[src/homing_consts.vh]
// Constants for the servo homing controller
// Notes on behaviour
// - Home reference is switch, travel limit or index pulse
// - Zero point equals reference plus signed offset
// - Homing runs only in position mode
// - High level of selected source marks home
// - High speed until first contact, then low
// - Forward limit high inhibits forward motion
// - Reverse limit high inhibits reverse motion
// - Trigger input starts homing in position mode
// - Home switch input is feedback, level or edge
// - Done output on only after success
// - Enable field selects homing start mode
// - Method codes 0 to 10, default 0
// - Trigger field selects level or edge, default 1
// - Control mode field, default position mode
`ifndef HOMING_CONSTS_VH
`define HOMING_CONSTS_VH
// ----------------------------------------
// Register byte offsets
// ----------------------------------------
`define OFS_CTRL_MODE 12'h000
`define OFS_HOME_CFG 12'h004
`define OFS_HIGH_SPD 12'h008
`define OFS_LOW_SPD 12'h00C
`define OFS_RAMP 12'h010
`define OFS_OFFSET 12'h014
`define OFS_ABS_MT 12'h018
`define OFS_ABS_ST 12'h01C
`define OFS_TIMEOUT 12'h020
`define OFS_COMMAND 12'h024
`define OFS_STATUS 12'h028
`define OFS_IRQ_STAT 12'h02C
`define OFS_IRQ_MASK 12'h030
`define OFS_POSITION 12'h034
`define OFS_ZERO 12'h038
// ----------------------------------------
// Field positions and reset values
// ----------------------------------------
`define CFG_EN_LSB 0
`define CFG_METH_LSB 4
`define CFG_TRIG_LSB 8
`define CFG_UNIT_LSB 12
`define RST_CTRL_MODE 16'h0000
`define RST_HOME_CFG 16'h0100
`define RST_HIGH_SPD 16'h03E8
`define RST_LOW_SPD 16'h0064
`define RST_RAMP 16'h0BB8
`define RST_OFFSET 32'h0000_0000
`define RST_TIMEOUT 16'h2710
`define MAX_METHOD 4'hA
// ----------------------------------------
// Timing
// ----------------------------------------
`define CLK_HZ 50000000
`define MS_CYCLES (`CLK_HZ / 1000)
`endif

[src/servo_homing_controller.v]
// Servo homing controller with APB register access
`include "homing_consts.vh"
module servo_homing_controller #(
  parameter MS_CYC = `MS_CYCLES
) (
  // Clock and reset
  input wire pclk,
  input wire presetn,
  // APB slave
  input wire psel,
  input wire penable,
  input wire pwrite,
  input wire [11:0] paddr,
  input wire [31:0] pwdata,
  output reg [31:0] prdata,
  output reg pready,
  output reg pslverr,
  // Pins
  input wire fwd_travel_limit_in,
  input wire rev_travel_limit_in,
  input wire homing_trigger_in,
  input wire home_switch_in,
  input wire index_pulse_in,
  input wire servo_enabled_in,
  input wire signed [31:0] encoder_pos_in,
  // Motion command
  output reg signed [16:0] speed_cmd_out,
  output reg [15:0] ramp_time_out,
  output reg homing_done_out,
  output reg homing_busy_out,
  output reg signed [31:0] zero_point_out,
  output reg irq
);
  // ----------------------------------------
  // States
  // ----------------------------------------
  localparam [4:0] S_IDLE = 5'b00001;
  localparam [4:0] S_FAST = 5'b00010;
  localparam [4:0] S_SLOW = 5'b00100;
  localparam [4:0] S_INDEX = 5'b01000;
  localparam [4:0] S_DONE = 5'b10000;

  function synced;
    input [2:0] s;
    input prev;
    begin
      synced = (s[1] == s[2]) ? s[1] : prev;
    end
  endfunction

  function in_run;
    input [4:0] st;
    begin
      in_run = (st == S_FAST) || (st == S_SLOW) || (st == S_INDEX);
    end
  endfunction

  function [31:0] unit_scale;
    input [1:0] u;
    begin
      case (u)
        2'd1: unit_scale = 32'h0000_000A;
        2'd2: unit_scale = 32'h0000_0064;
        default: unit_scale = 32'h0000_0001;
      endcase
    end
  endfunction

  function index_method;
    input [3:0] m;
    begin
      index_method = (m == 4'd2) || (m == 4'd3) || (m == 4'd6) || (m == 4'd7) ||
        (m >= 4'd8);
    end
  endfunction

  // ----------------------------------------
  // Input synchronisers
  // ----------------------------------------
  reg [2:0] fl_s;
  reg [2:0] rl_s;
  reg [2:0] tr_s;
  reg [2:0] hs_s;
  reg [2:0] ix_s;
  reg fl_r;
  reg rl_r;
  reg tr_r;
  reg hs_r;
  reg ix_r;
  always @(posedge pclk or negedge presetn) begin
    if (!presetn) begin
      fl_s <= 3'b000;
      rl_s <= 3'b000;
      tr_s <= 3'b000;
      hs_s <= 3'b000;
      ix_s <= 3'b000;
      fl_r <= 1'b0;
      rl_r <= 1'b0;
      tr_r <= 1'b0;
      hs_r <= 1'b0;
      ix_r <= 1'b0;
    end else begin
      fl_s <= {fl_s[1:0], fwd_travel_limit_in};
      rl_s <= {rl_s[1:0], rev_travel_limit_in};
      tr_s <= {tr_s[1:0], homing_trigger_in};
      hs_s <= {hs_s[1:0], home_switch_in};
      ix_s <= {ix_s[1:0], index_pulse_in};
      fl_r <= synced(fl_s, fl_r);
      rl_r <= synced(rl_s, rl_r);
      tr_r <= synced(tr_s, tr_r);
      hs_r <= synced(hs_s, hs_r);
      ix_r <= synced(ix_s, ix_r);
    end
  end
  // Delayed copies for edge detection
  reg fl_d;
  reg rl_d;
  reg tr_d;
  reg hs_d;
  reg ix_d;
  always @(posedge pclk or negedge presetn) begin
    if (!presetn) begin
      fl_d <= 1'b0;
      rl_d <= 1'b0;
      tr_d <= 1'b0;
      hs_d <= 1'b0;
      ix_d <= 1'b0;
    end else begin
      fl_d <= fl_r;
      rl_d <= rl_r;
      tr_d <= tr_r;
      hs_d <= hs_r;
      ix_d <= ix_r;
    end
  end

  // ----------------------------------------
  // Registers
  // ----------------------------------------
  reg [15:0] ctrl_mode_r;
  reg [15:0] home_cfg_r;
  reg [15:0] high_spd_r;
  reg [15:0] low_spd_r;
  reg [15:0] ramp_r;
  reg [15:0] abs_mt_r;
  reg [15:0] timeout_r;
  reg [31:0] offset_r;
  reg [31:0] abs_st_r;
  reg [2:0] irq_stat_r;
  reg [2:0] irq_mask_r;
  reg sw_start_r;

  // ----------------------------------------
  // Field decode
  // ----------------------------------------
  wire [2:0] control_mode_field = ctrl_mode_r[2:0];
  wire [2:0] homing_enable_field = home_cfg_r[`CFG_EN_LSB+2:`CFG_EN_LSB];
  wire [3:0] homing_method_field = home_cfg_r[`CFG_METH_LSB+3:`CFG_METH_LSB];
  wire [1:0] homing_trigger_field = home_cfg_r[`CFG_TRIG_LSB+1:`CFG_TRIG_LSB];
  wire [1:0] homing_timeout_unit_field = home_cfg_r[`CFG_UNIT_LSB+1:`CFG_UNIT_LSB];
  wire pos_mode = (control_mode_field == 3'd0);

  // ----------------------------------------
  // Bus decode
  // ----------------------------------------
  wire wr_en = psel && penable && pwrite && pready;
  wire rd_en = psel && !penable && !pwrite;
  wire known = (paddr[1:0] == 2'b00) && (paddr <= `OFS_ZERO);

  // ----------------------------------------
  // Homing state machine
  // ----------------------------------------
  reg [4:0] state_r;
  reg dir_rev_r;
  reg touched_r;
  reg [31:0] tmo_cnt_r;
  reg [31:0] tick_r;
  reg [31:0] ms_left_r;
  reg pwr_armed_r;
  reg ev_ok;
  reg ev_fail;
  reg ev_start;

  // ----------------------------------------
  // Source selection
  // ----------------------------------------
  // Methods 2,3,6,7 use index pulse as reference; 0,1 switch; 4,5 limit; 8..10 index only
  wire use_index = index_method(homing_method_field);
  wire meth_rev = homing_method_field[0];
  wire lim_src = (homing_method_field >= 4'd4) && (homing_method_field <= 4'd7);
  wire src_lvl = lim_src ? (meth_rev ? rl_r : fl_r) :
    ((homing_method_field >= 4'd8) ? ix_r : hs_r);
  wire src_prev = lim_src ? (meth_rev ? rl_d : fl_d) :
    ((homing_method_field >= 4'd8) ? ix_d : hs_d);
  wire src_rise = src_lvl && !src_prev;
  wire ix_rise = ix_r && !ix_d;
  wire trig_start = (homing_trigger_field == 2'd1) ? (tr_r && !tr_d) :
    (homing_trigger_field == 2'd2) ? (!tr_r && tr_d) :
    (homing_trigger_field == 2'd0) ? !tr_r : tr_r;
  wire trig_stop = (homing_trigger_field == 2'd0) ? tr_r :
    (homing_trigger_field == 2'd3) ? !tr_r : 1'b0;
  wire meth_ok = homing_method_field <= `MAX_METHOD;
  wire start_req = pos_mode && meth_ok && !in_run(state_r) &&
    (((homing_enable_field == 3'd1) && trig_start) ||
    ((homing_enable_field == 3'd2) && pwr_armed_r && servo_enabled_in) ||
    ((homing_enable_field == 3'd3) && sw_start_r));
  wire set_here = pos_mode && (homing_enable_field == 3'd4) && sw_start_r;

  // ----------------------------------------
  // Timeout and motion guards
  // ----------------------------------------
  wire [31:0] tmo_limit = {16'h0000, timeout_r} * unit_scale(homing_timeout_unit_field);
  wire running = in_run(state_r);
  wire fwd_blk = fl_r && !dir_rev_r;
  wire rev_blk = rl_r && dir_rev_r;

  always @(posedge pclk or negedge presetn) begin
    if (!presetn) begin
      state_r <= S_IDLE;
      dir_rev_r <= 1'b0;
      touched_r <= 1'b0;
      tmo_cnt_r <= 32'h0000_0000;
      tick_r <= 32'h0000_0000;
      pwr_armed_r <= 1'b1;
      homing_done_out <= 1'b0;
      homing_busy_out <= 1'b0;
      zero_point_out <= 32'h0000_0000;
      speed_cmd_out <= 17'h0_0000;
      ramp_time_out <= `RST_RAMP;
      ev_ok <= 1'b0;
      ev_fail <= 1'b0;
      ev_start <= 1'b0;
    end else begin
      ev_ok <= 1'b0;
      ev_fail <= 1'b0;
      ev_start <= 1'b0;
      ramp_time_out <= ramp_r;
      if (start_req) begin
        state_r <= S_FAST;
        dir_rev_r <= meth_rev;
        touched_r <= 1'b0;
        tmo_cnt_r <= 32'h0000_0000;
        tick_r <= 32'h0000_0000;
        pwr_armed_r <= 1'b0;
        homing_done_out <= 1'b0;
        homing_busy_out <= 1'b1;
        ev_start <= 1'b1;
      end else if (set_here) begin
        homing_done_out <= 1'b1;
        zero_point_out <= encoder_pos_in + offset_r;
        ev_ok <= 1'b1;
      end else if (running) begin
        if (tick_r >= MS_CYC - 1) begin
          tick_r <= 32'h0000_0000;
          tmo_cnt_r <= tmo_cnt_r + 32'd1;
        end else begin
          tick_r <= tick_r + 32'd1;
        end
        if (!pos_mode || trig_stop || (tmo_cnt_r >= tmo_limit)) begin
          state_r <= S_IDLE;
          homing_done_out <= 1'b0;
          homing_busy_out <= 1'b0;
          ev_fail <= 1'b1;
        end else begin
          case (state_r)
            S_FAST: begin
              if (src_lvl && !touched_r) begin
                touched_r <= 1'b1;
                state_r <= S_SLOW;
              end else if (!lim_src && (dir_rev_r ? (rl_r && !rl_d) : (fl_r && !fl_d))) begin
                dir_rev_r <= !dir_rev_r;
              end
            end
            S_SLOW: begin
              if (src_rise || (!src_prev && src_lvl) || (src_lvl && touched_r)) begin
                state_r <= use_index ? S_INDEX : S_DONE;
              end
            end
            S_INDEX: begin
              if (ix_rise) begin
                state_r <= S_DONE;
              end
            end
            default: state_r <= S_IDLE;
          endcase
        end
      end else if (state_r == S_DONE) begin
        state_r <= S_IDLE;
        homing_done_out <= 1'b1;
        homing_busy_out <= 1'b0;
        zero_point_out <= encoder_pos_in + offset_r;
        ev_ok <= 1'b1;
      end
      if (!running || fwd_blk || rev_blk) begin
        speed_cmd_out <= 17'h0_0000;
      end else if (state_r == S_FAST) begin
        speed_cmd_out <= dir_rev_r ? -$signed({1'b0, high_spd_r}) : $signed({1'b0, high_spd_r});
      end else begin
        speed_cmd_out <= dir_rev_r ? -$signed({1'b0, low_spd_r}) : $signed({1'b0, low_spd_r});
      end
    end
  end

  // ----------------------------------------
  // APB register file
  // ----------------------------------------
  wire [2:0] ev_vec = {ev_fail, ev_ok, ev_start};
  always @(posedge pclk or negedge presetn) begin
    if (!presetn) begin
      ctrl_mode_r <= `RST_CTRL_MODE;
      home_cfg_r <= `RST_HOME_CFG;
      high_spd_r <= `RST_HIGH_SPD;
      low_spd_r <= `RST_LOW_SPD;
      ramp_r <= `RST_RAMP;
      offset_r <= `RST_OFFSET;
      abs_mt_r <= 16'h0000;
      abs_st_r <= 32'h0000_0000;
      timeout_r <= `RST_TIMEOUT;
      irq_stat_r <= 3'b000;
      irq_mask_r <= 3'b000;
      sw_start_r <= 1'b0;
      prdata <= 32'h0000_0000;
      pready <= 1'b0;
      pslverr <= 1'b0;
      irq <= 1'b0;
    end else begin
      pready <= psel && !penable;
      pslverr <= psel && !penable && !known;
      sw_start_r <= 1'b0;
      irq <= |(irq_stat_r & irq_mask_r);
      irq_stat_r <= (irq_stat_r & ~((wr_en && paddr == `OFS_IRQ_STAT) ? pwdata[2:0] : 3'b000))
        | ev_vec;
      if (wr_en && known) begin
        case (paddr)
          `OFS_CTRL_MODE: ctrl_mode_r <= pwdata[15:0];
          `OFS_HOME_CFG: home_cfg_r <= pwdata[15:0];
          `OFS_HIGH_SPD: high_spd_r <= pwdata[15:0];
          `OFS_LOW_SPD: low_spd_r <= pwdata[15:0];
          `OFS_RAMP: ramp_r <= pwdata[15:0];
          `OFS_OFFSET: offset_r <= pwdata;
          `OFS_ABS_MT: abs_mt_r <= pwdata[15:0];
          `OFS_ABS_ST: abs_st_r <= pwdata;
          `OFS_TIMEOUT: timeout_r <= pwdata[15:0];
          `OFS_COMMAND: sw_start_r <= pwdata[0];
          `OFS_IRQ_MASK: irq_mask_r <= pwdata[2:0];
          default: sw_start_r <= 1'b0;
        endcase
      end
      if (rd_en) begin
        case (paddr)
          `OFS_CTRL_MODE: prdata <= {16'h0000, ctrl_mode_r};
          `OFS_HOME_CFG: prdata <= {16'h0000, home_cfg_r};
          `OFS_HIGH_SPD: prdata <= {16'h0000, high_spd_r};
          `OFS_LOW_SPD: prdata <= {16'h0000, low_spd_r};
          `OFS_RAMP: prdata <= {16'h0000, ramp_r};
          `OFS_OFFSET: prdata <= offset_r;
          `OFS_ABS_MT: prdata <= {16'h0000, abs_mt_r};
          `OFS_ABS_ST: prdata <= abs_st_r;
          `OFS_TIMEOUT: prdata <= {16'h0000, timeout_r};
          `OFS_STATUS: prdata <= {22'h00_0000, state_r, fl_r, rl_r, hs_r,
            homing_busy_out, homing_done_out};
          `OFS_IRQ_STAT: prdata <= {29'h0000_0000, irq_stat_r};
          `OFS_IRQ_MASK: prdata <= {29'h0000_0000, irq_mask_r};
          `OFS_POSITION: prdata <= encoder_pos_in;
          `OFS_ZERO: prdata <= zero_point_out;
          default: prdata <= 32'h0000_0000;
        endcase
      end
    end
  end
endmodule

[config.mk]
export PLATFORM = sky130hd
export DESIGN_NAME = servo_homing_controller
export DESIGN_NICKNAME = d
export VERILOG_FILES = /design/src/servo_homing_controller.v
export VERILOG_INCLUDE_DIRS = /design/src
export SDC_FILE = /design/constraint.sdc
export NUM_CORES = 1
export LEC_CHECK = 0
export ABC_AREA = 0
export ABC_CLOCK_PERIOD_IN_PS = 7800
export BUFFER_PORTS_ARGS = -buffer_cell sky130_fd_sc_hd__buf_4
export CORE_ASPECT_RATIO = 1.75
export CORE_MARGIN = 2
export CORE_UTILIZATION = 55
export DETAILED_ROUTE_END_ITERATION = 6
export GPL_ROUTABILITY_DRIVEN = 0
export GPL_TIMING_DRIVEN = 0
export PLACE_DENSITY_LB_ADDON = 0.3
export SKIP_CTS_REPAIR_TIMING = 1
export SLEW_MARGIN = 5
export SYNTH_ARGS = -nofsm -noshare
export SYNTH_HDL_FRONTEND = slang
export SYNTH_SLANG_ARGS = --single-unit
[constraint.sdc]
create_clock -name pclk -period 7.8 [get_ports pclk]
set_clock_uncertainty 0.2 [all_clocks]
set_input_delay 1.56 -clock pclk [delete_from_list [all_inputs] [get_ports pclk]]
set_output_delay 1.56 -clock pclk [all_outputs]
set_load 0.05 [all_outputs]
==> out/results.txt, run 1 <==
All-Layer GR Usage = 0.323
Most common cell after layout, fill and taps aside = dfrtp_1
Cells after synthesis = 2121
Hold Crit Depth = 0
Comb pwr share = 0.058
Clock sinks = 385
Rel. slew slack = 0.100
Area growth syn-to-layout = 16.5%
I/O Buffers = 188
Max H-tree Level = 2
CP max stage delay = 0.53 ns
Share of cells above drive strength 1 = 0.219
Die height = 270 um
Initial antenna violation count = 1
Netlist cell types = 80
Placed instance area = 0.0244 mm2
Vias per Instance = 6.34
Maximum VDD drop = 0.000175 V
Synth Area per Inst = 10.5 um2
Final ANT Viol Nets = 0
CTS root buf = clkbuf_16
Yosys reg bits = 385
Crit path max-delay family = adder cells
WP data required = 8.03 ns
Max cap viols = 0
Net Switching = 1.01 mW
Starting DRC count in detailed routing = 1360
Syn_nets = 2376
Final Core Density = 0.647
Cell Pwr Density = 163 mW/mm2
Switching Fraction = 0.241
Via count of the first global-routing pass = 19200
Worst-path fanout max = 10
Reg-to-reg setup timing slack = 0.21 ns
DRC Markers = 0
CP Capture Type = register
Initial core utilization = 0.555
Clk buf depth = 3
Bufs and invs on worst path = 6
Reg power frac = 0.484
Drt pass-1 iters = 6
Largest net degree at the start of global routing = 116
Final period util = 0.973
Grt total ovfl = 0
Commonest non-fill, non-tap cells in the layout = dfrtp_1, buf_4, mux2_2
CP Depth = 30
Ys async rst share = 1.00
Die span in x = 156 um
Vias = 18300
Class of the worst hold path = register to register
Global-route wire length before repair = 105000 um
Tightest Pin Transition = 1.34 ns
Internal power = 3.19 mW
Reg2reg path depth = 30
CTS buffer count = 39
Routed WL = 67900 um
WS Path Type = register to register
Io pins = 189
Kind of start point of the critical path = register
Leak = 12.4 nW
Skew-Pair Late Insertion Delay = 0.57 ns
Post-DP HPWL = 51800 um
Clock slew at reported path FFs = 0.07 ns
CP max-delay cell = fa_1
Slew Limit Fails = 0
Core Area = 0.0399 mm2
Post-synth EDFFs = 0
Arr. time, crit path = 7.82 ns
Fmax = 0.132 GHz
Synthesis Warnings = 0
Routed length per placed instance = 23.5 um
Final setup viols = 0
CTS tree = built
Total Nets Final = 2616
Layout Cell Area excl Fill = 0.0258 mm2
Primary FF master, synth = dfrtp_1
Mapped cell area = 0.0222 mm2
Status = finished, final reports clean
Site row count = 97
DIE AREA = 0.0420 mm2
Clock power frac = 0.458
Hold Fails Final Rpt = 0
Seq/Total Area, Yosys = 0.436
Tmin final = 7.59 ns
## worst reg2reg max path, delay by kind of cell (launching register included)
family | cells | cell delay, ns
adder cells (fa/ha/maj) | 7 | 2.71
AO/OA/AOI/OAI | 11 | 2.50
AND/OR/NAND/NOR | 5 | 0.88
buffers and inverters | 6 | 0.59
XOR/XNOR | 1 | 0.18
flip-flops | 1 | 0.41
## stage by stage
stage                     setup slack, ns  setup TNS [ns]  std cells  power (mW)  hold WS [ns]
after global routing              -0.0514          -0.170       2888        4.32         0.153
after global placement             -0.767           -6.77       2804        2.30         0.136
after detailed placement           -0.893           -7.69       2810        2.31         0.136
final                               0.213               0       2888        4.20         0.146
after CTS                          -0.902           -7.96       2882        4.22         0.149
after floorplan                     0.744               0       2121        2.17         0.131
## registers in the layout (all words and copies together), names as in the netlist, 5 cells and up
| signal | cells |
|---|---|
| abs_mt_r | 16 |
| abs_st_r | 32 |
| ctrl_mode_r | 16 |
| high_spd_r | 16 |
| home_cfg_r | 16 |
| low_spd_r | 16 |
| offset_r | 32 |
| prdata | 32 |
| ramp_r | 16 |
| ramp_time_out | 16 |
| speed_cmd_out | 17 |
| state_r | 5 |
| tick_r | 32 |
| timeout_r | 16 |
| tmo_cnt_r | 32 |
| zero_point_out | 32 |
## final cells by class
type / count / area [um2]
multi-input combinational: 1515 / 11800
timing repair buffer: 200 / 1570
fill: 3102 / 14100
sequential: 385 / 9670
clock inverter: 15 / 181
buffer: 89 / 364
clock buffer: 57 / 1100
antenna: 1 / 2.50
tap: 495 / 619
inverter: 131 / 492
## metal layers
| layer | vias to the layer above | global-route usage | wire, um |
|---|---|---|---|
| li1 | 8090 | - | - |
| met1 | 9052 | 0.322 | 21800 |
| met2 | 819 | 0.589 | 35600 |
| met3 | 341 | 0.0511 | 4120 |
| met4 | 0 | 0.248 | 6350 |
| met5 | - | 0 | 0 |
## power by group through the flow
stage | registers [mW] | clock network, mW | logic [mW]
after global placement | 2.07 | 0 | 0.231
after floorplan | 2.10 | 0 | 0.0619
after CTS | 2.03 | 1.94 | 0.243
after global routing | 2.03 | 2.02 | 0.262
final | 2.03 | 1.93 | 0.243
after detailed placement | 2.07 | 0 | 0.241
## cell families after synthesis
group	count (synthesis)	synth area share
mux	184	0.0938
compound gates	475	0.146
buf+inv	221	0.0380
flops	385	0.436
fa+ha+maj	173	0.114
simple gates	577	0.129
xor+xnor	106	0.0419
## worst paths after layout
check,start,to
hold reg to reg,hs_s[0]$_DFF_PN0_,hs_s[1]$_DFF_PN0_
setup / recovery,home_cfg_r[12]$_DFFE_PN0P_,state_r[4]$_DFFE_PN0P_
max in group asynchronous,presetn,home_cfg_r[12]$_DFFE_PN0P_
min in group asynchronous,presetn,tick_r[31]$_DFFE_PN0P_
hold / removal,hs_s[0]$_DFF_PN0_,hs_s[1]$_DFF_PN0_
setup reg to reg,home_cfg_r[12]$_DFFE_PN0P_,state_r[4]$_DFFE_PN0P_
## cells in the mapped netlist (5+ instances only)
cell type	number	area, um2
nor3_1	30	150
a211oi_1	15	113
o211ai_1	6	45.0
and3_1	23	144
a31oi_1	24	150
mux2_1	9	101
nand2b_1	24	150
a222oi_1	11	110
a221o_1	10	100
nand2_1	159	597
mux2_2	171	1930
o41ai_1	11	96.3
o21ai_0	96	480
nor4_1	22	138
xnor2_1	56	490
a21oi_1	102	510
a21boi_0	5	37.5
dfstp_2	31	815
o21a_1	10	75.1
inv_1	130	488
or3_1	21	131
or2_2	6	37.5
o21bai_1	7	52.6
fa_1	51	1020
maj3_1	5	50.1
a22oi_1	29	218
nor2_1	159	597
a221oi_1	36	315
dfrtp_1	354	8860
ha_1	117	1460
xor2_1	50	438
nand4_1	20	125
clkbuf_1	81	304
o31ai_1	11	82.6
nor2b_1	10	62.6
nor4_2	8	100
a21o_1	33	248
a22o_1	32	280
buf_2	5	25.0
nand3_1	29	145
and2_1	39	244
No activity file was read; power rests on OpenSTA's default activity.
==> inputs of run 2 (changes only) <==
--- a/config.mk
+++ b/config.mk
@@ -9,7 +9,7 @@
 export ABC_AREA = 0
 export ABC_CLOCK_PERIOD_IN_PS = 7800
 export BUFFER_PORTS_ARGS = -buffer_cell sky130_fd_sc_hd__buf_4
-export CORE_ASPECT_RATIO = 1.75
+export CORE_ASPECT_RATIO = 0.6
 export CORE_MARGIN = 2
 export CORE_UTILIZATION = 55
 export DETAILED_ROUTE_END_ITERATION = 6
==> run 2 against run 1 <==
Effect of this change:
- the flow now finishes with violations (design-rule violations)
- worst hold slack improved by 0.0016 ns
- via count up 2.5%
- design area about the same
- sequential power barely moved
- combinational power hardly changed
- first-iteration DRC count increased by 58%
- die area barely moved
- register-to-register slack gained 0.04 ns
- clock power rose by 4%
- routed wire length is 2.0% higher
- sequential share of layout area barely moved
- critical path depth increased by 1
- critical path type unchanged
- highest routed layer unchanged
==> out/results.txt, run 2 (synthesis results as in run 1) <==
Routed WL = 69200 um (+2.0%)
Layout Cell Area excl Fill = 0.0258 mm2 (about the same)
Maximum VDD drop = 0.000145 V (-17%)
Post-DP HPWL = 52000 um (+0.46%)
Total Nets Final = 2611 (-0.19%)
Drt pass-1 iters = 7 (+1)
Final Core Density = 0.656 (+0.00926)
Final setup viols = 0 (unchanged)
Vias per Instance = 6.45 (+1.7%)
Clk buf depth = 3 (unchanged)
I/O Buffers = 188 (unchanged)
Arr. time, crit path = 7.84 ns (+0.02 ns)
Final period util = 0.968 (-0.00513)
Leak = 12.4 nW (about the same)
Class of the worst hold path = register to register
Worst-path fanout max = 10 (unchanged)
Total chip power = 4.28 mW (+1.8%)
Initial core utilization = 0.563 (+0.00778)
Area growth syn-to-layout = 16.5% (about the same)
Layout fillers = 3038 (-2.1%)
WS Path Type = register to register
Fmax = 0.133 GHz (+0.53%)
Site row count = 56 (-42%)
Clock slew at reported path FFs = 0.07 ns (about the same)
Io pins = 189 (unchanged)
CP max-delay cell = fa_1
Starting DRC count in detailed routing = 2146 (+58%)
Rel. slew slack = 0.0373 (-0.0629)
Tmin final = 7.55 ns (-0.0400 ns)
Skew-Pair Late Insertion Delay = 0.57 ns (about the same)
Status = complete, but fails checks
Largest net degree at the start of global routing = 115 (-0.86%)
Most frequent CP cell = fa_1
Hold Fails Final Rpt = 0 (unchanged)
Vias = 18800 (+2.5%)
CP max stage delay = 0.56 ns (+0.03 ns)
WP data required = 8.09 ns (+0.06 ns)
Core Area = 0.0394 mm2 (-1.4%)
Final ANT Viol Nets = 0 (unchanged)
CTS root buf = clkbuf_16
Sequential cell area = 0.00968 mm2 (about the same)
Most common cell after layout, fill and taps aside = dfrtp_1
Failing checks = design-rule violations
Max H-tree Level = 2 (unchanged)
Via count of the first global-routing pass = 18200 (-5.3%)
Clock sinks = 385 (unchanged)
Multi-input logic area = 0.0118 mm2 (-0.41%)
DIE AREA = 0.0420 mm2 (about the same)
Grt total ovfl = 0 (unchanged)
Tightest Pin Transition = 1.43 ns (+0.0937 ns)
CTS buffer count = 38 (-2.6%)
Placed instance area = 0.0243 mm2 (about the same)
Share of cells above drive strength 1 = 0.217 (-0.00145)
Cell Pwr Density = 166 mW/mm2 (+1.8%)
Die height = 160 um (-41%)
Routed length per placed instance = 23.8 um (+1.2%)
Global-route wire length before repair = 106000 um (+0.91%)
Max cap viols = 0 (unchanged)
Commonest non-fill, non-tap cells in the layout = dfrtp_1, buf_4, mux2_2
All-Layer GR Usage = 0.324 (+0.00108)
Initial antenna violation count = 2 (+1)
DRC Markers = 21 (+21)
Die span in x = 263 um (+69%)
Setup TNS = 0 ns (unchanged)
CP Capture Type = register
Kind of start point of the critical path = register
Slew Limit Fails = 0 (unchanged)
CTS tree = built
run 2: cell count changes in the layout (fill, tap and decap cells not counted), sizes merged:
cell and change:
buf -4, clkbuf -4, inv +1, bufinv +3, clkinvlp -1, diode +1
clkinv -2
run 2: per-layer routing:
layer  routed length [um]  share of wire  track usage
met5                    0              0            0
met4                 2480          0.036        0.115
met3                 8060           0.12       0.0964
met2                29300           0.42        0.459
met1                29400           0.42        0.472
run 2: cell type report:
cell class,count,share of cell area
repair buffers,196,0.0596
inverters,131,0.0190
diodes,2,0.000194
clock buffers,53,0.0413
well taps,522,0.0253
clock inverters,16,0.0104
flip-flops and latches,385,0.374
plain buffers,89,0.0141
multi-input cells,1515,0.456
run 2: path summary, 6_finish.rpt:
| path | startpoint | end | slack, ns | depth (start not counted) |
|---|---|---|---|---|
| hold reg to reg | hs_s[0]$_DFF_PN0_ | hs_s[1]$_DFF_PN0_ | 0.15 | 0 |
| max in group asynchronous | presetn | irq$_DFF_PN0_ | 5.26 | 3 |
| hold / removal | hs_s[0]$_DFF_PN0_ | hs_s[1]$_DFF_PN0_ | 0.15 | 0 |
| min in group asynchronous | presetn | speed_cmd_out[5]$_DFF_PN0_ | 0.71 | 1 |
| setup / recovery | home_cfg_r[12]$_DFFE_PN0P_ | state_r[2]$_DFFE_PN0P_ | 0.25 | 31 |
| setup reg to reg | home_cfg_r[12]$_DFFE_PN0P_ | state_r[2]$_DFFE_PN0P_ | 0.25 | 31 |
run 2: through the flow:
stage                     instances  hold slack (ns)  setup WS [ns]
after floorplan                2121            0.131          0.744
after global placement         2831            0.137         -0.659
after detailed placement       2835            0.135         -0.813
after CTS                      2904            0.149         -0.853
after global routing           2909            0.152         -0.103
final                          2909            0.148          0.253
run 2: critical path, delay by kind of cell, from the launching register on:
family / cells / cell delay (ns)
XOR/XNOR: 1 / 0.15
buffers and inverters: 7 / 0.83
adder cells (fa/ha/maj): 7 / 2.88
flip-flops: 1 / 0.45
AND/OR/NAND/NOR: 2 / 0.26
AO/OA/AOI/OAI: 14 / 2.69
run 2: report_power, final:
group          switching, mW  internal (mW)  leakage (nW)
clock network          0.831           1.17         0.656
registers             0.0191           2.02          5.01
logic                  0.164         0.0805          6.77
total                   1.01           3.27          12.4
==> inputs of run 3 (changes only) <==
--- a/config.mk
+++ b/config.mk
@@ -7,7 +7,7 @@
 export NUM_CORES = 1
 export LEC_CHECK = 0
 export ABC_AREA = 0
-export ABC_CLOCK_PERIOD_IN_PS = 7800
+export ABC_CLOCK_PERIOD_IN_PS = 8950
 export BUFFER_PORTS_ARGS = -buffer_cell sky130_fd_sc_hd__buf_4
 export CORE_ASPECT_RATIO = 0.6
 export CORE_MARGIN = 2
==> constraint.sdc (replaced) <==
create_clock -name pclk -period 8.95 [get_ports pclk]
set_clock_uncertainty 0.2 [all_clocks]
set_input_delay 1.79 -clock pclk [delete_from_list [all_inputs] [get_ports pclk]]
set_output_delay 1.79 -clock pclk [all_outputs]
set_load 0.05 [all_outputs]
==> run 3 against run 2 <==
Effect of this change:
- the run ends with max-capacitance violations, max-slew violations left
- combinational power down 13%
- count of clock-buffer cells in the layout unchanged
- clock power down 13%
- sequential power down 13%
- flip-flop and latch count unchanged
- fmax down 12%
- design area down 0.53%
- non-clock buffer count down 4
- worst setup slack better by 0.16 ns
- cell count down 0.14%
- critical endpoint is now dir_rev_r$_DFFE_PN0P_
==> out/results.txt, run 3 (synthesis results as in run 1) <==
Total Nets Final = 2607 (-0.15%)
Io pins = 189 (unchanged)
Worst r2r src = home_cfg_r[12]$_DFFE_PN0P_
Most common cell after layout, fill and taps aside = dfrtp_1
Failing checks = max-capacitance violations, max-slew violations
Clock slew at reported path FFs = 0.07 ns (about the same)
Reg2reg end = dir_rev_r$_DFFE_PN0P_
Largest net degree at the start of global routing = 115 (unchanged)
Drt pass-1 iters = 7 (unchanged)
CP max-delay cell = fa_1
CP Capture Type = register
Commonest non-fill, non-tap cells in the layout = dfrtp_1, buf_4, mux2_2
CP max stage delay = 0.56 ns (about the same)
Setup TNS = 0 ns (unchanged)
Hold Fails Final Rpt = 0 (unchanged)
Area growth syn-to-layout = 15.9%
DRC Markers = 0 (-100%)
Routed WL = 68800 um (-0.70%)
Grt total ovfl = 0 (unchanged)
CTS root buf = clkbuf_16
Tmin final = 8.53 ns (+0.986 ns)
Max cap viols = 1 (+1)
Final setup viols = 0 (unchanged)
Initial core utilization = 0.563 (unchanged)
Multi-input logic area = 0.0117 mm2 (-0.76%)
WS Path Type = register to register
Slew Limit Fails = 8 (+8)
DIE AREA = 0.0420 mm2 (unchanged)
Worst-path fanout max = 10 (unchanged)
CTS tree = built
Global-route wire length before repair = 106000 um (unchanged)
Max H-tree Level = 2 (unchanged)
RSZ-0062 raised after global routing = false
Die height = 160 um (unchanged)
Die span in x = 263 um (unchanged)
Comb pwr share = 0.057 (about the same)
WP data required = 9.20 ns (+1.11 ns)
Setup crit end = dir_rev_r$_DFFE_PN0P_
Initial antenna violation count = 2 (unchanged)
Core Area = 0.0394 mm2 (unchanged)
All-Layer GR Usage = 0.324 (unchanged)
Final ANT Viol Nets = 0 (unchanged)
Post-DP HPWL = 52000 um (unchanged)
Site row count = 56 (unchanged)
Vias per Instance = 6.45 (about the same)
Skew-Pair Late Insertion Delay = 0.57 ns (about the same)
Class of the worst hold path = register to register
Final period util = 0.953 (-0.0142)
I/O Buffers = 188 (unchanged)
Sequential cell area = 0.00967 mm2 (about the same)
Reg power frac = 0.476 (about the same)
Net Switching = 0.883 mW (-13%)
Tightest Pin Transition = 1.55 ns (+0.112 ns)
Clock sinks = 385 (unchanged)
Arr. time, crit path = 8.79 ns (+0.95 ns)
Routed length per placed instance = 23.7 um (-0.56%)
Via count of the first global-routing pass = 18200 (unchanged)
Placed insts = 2835 (unchanged)
Final cell count without fillers = 2905 (-0.14%)
Clock power frac = 0.467 (about the same)
Clk buf depth = 3 (unchanged)
Leak = 12.4 nW (-0.36%)
Reg2reg path depth = 30 (-3.2%)
Setup crit start = home_cfg_r[12]$_DFFE_PN0P_
CTS buffer count = 38 (unchanged)
Maximum VDD drop = 0.000127 V (-13%)
Cell Pwr Density = 145 mW/mm2 (-12%)
Layout fillers = 3073 (+1.2%)
Fmax = 0.117 GHz (-12%)
Rel. slew slack = -0.0383 (-0.0755)
Kind of start point of the critical path = register
Internal power = 2.85 mW (-13%)
Vias = 18700 (-0.069%)
Share of cells above drive strength 1 = 0.209 (-0.00845)
Starting DRC count in detailed routing = 2237 (+4.2%)
Switching Fraction = 0.237 (-0.000287)
Status = complete, but fails checks
Reg-to-reg setup timing slack = 0.42 ns (+0.16 ns)
run 3: changes by cell type in the layout (fill, tap and decap cells not counted), sizes merged:
cell / delta
buf: -6
clkbuf: +2
run 3: per-stage QoR:
step | total power, mW | hold WS [ns] | instance area (um2) | worst slack [ns] | utilization
floorplan | 1.89 | 0.131 | 22200 | 1.89 | -
global placement | 2.01 | 0.137 | 24200 | 0.491 | 0.616
detailed placement | 2.02 | 0.135 | 24300 | 0.337 | 0.618
CTS | 3.74 | 0.149 | 25700 | 0.297 | 0.652
global route | 3.83 | 0.152 | 25700 | 0.00631 | 0.653
finish | 3.73 | 0.148 | 25700 | 0.417 | 0.653
run 3: cell type report:
type | count | area share
multi-input cells | 1515 | 0.455
flip-flops and latches | 385 | 0.376
repair buffers | 192 | 0.0587
clock buffers | 53 | 0.0415
well taps | 522 | 0.0254
inverters | 131 | 0.0191
plain buffers | 89 | 0.0136
clock inverters | 16 | 0.0104
diodes | 2 | 0.000195
run 3: how the worst min path moves through the flow:
stage                 startpoint                 to  slack [ns]  depth (start not counted)
2_1_floorplan  fl_s[0]$_DFF_PN0_  fl_s[1]$_DFF_PN0_        0.13                          0
3_3_place_gp   hs_s[0]$_DFF_PN0_  hs_s[1]$_DFF_PN0_        0.14                          0
3_5_place_dp   tr_s[0]$_DFF_PN0_  tr_s[1]$_DFF_PN0_        0.13                          0
4_1_cts        tr_s[0]$_DFF_PN0_  tr_s[1]$_DFF_PN0_        0.15                          0
5_1_grt        hs_s[0]$_DFF_PN0_  hs_s[1]$_DFF_PN0_        0.15                          0
6_report       hs_s[0]$_DFF_PN0_  hs_s[1]$_DFF_PN0_        0.15                          0
run 3: worst max-delay path: cells and delay by family (launching register included):
family,cells,cell delay [ns]
compound gates,13,3.23
fa+ha+maj,7,2.91
buf+inv,6,1.08
flops,1,0.41
mux,1,0.24
simple gates,2,0.18
xor+xnor,1,0.16
run 3: power by group through the flow:
stage,Sequential [mW],Combinational (mW),Clock (mW)
5_1_grt,1.77,0.229,1.83
4_1_cts,1.77,0.211,1.76
3_3_place_gp,1.81,0.200,0
3_5_place_dp,1.81,0.210,0
6_report,1.77,0.214,1.74
2_1_floorplan,1.83,0.0540,0
run 3: per-layer routing:
| metal | global-route usage | routed length [um] | part of all wire |
|---|---|---|---|
| met5 | 0 | 0 | 0 |
| met4 | 0.115 | 2500 | 0.036 |
| met3 | 0.0964 | 8510 | 0.12 |
| met2 | 0.459 | 29000 | 0.42 |
| met1 | 0.472 | 28700 | 0.42 |
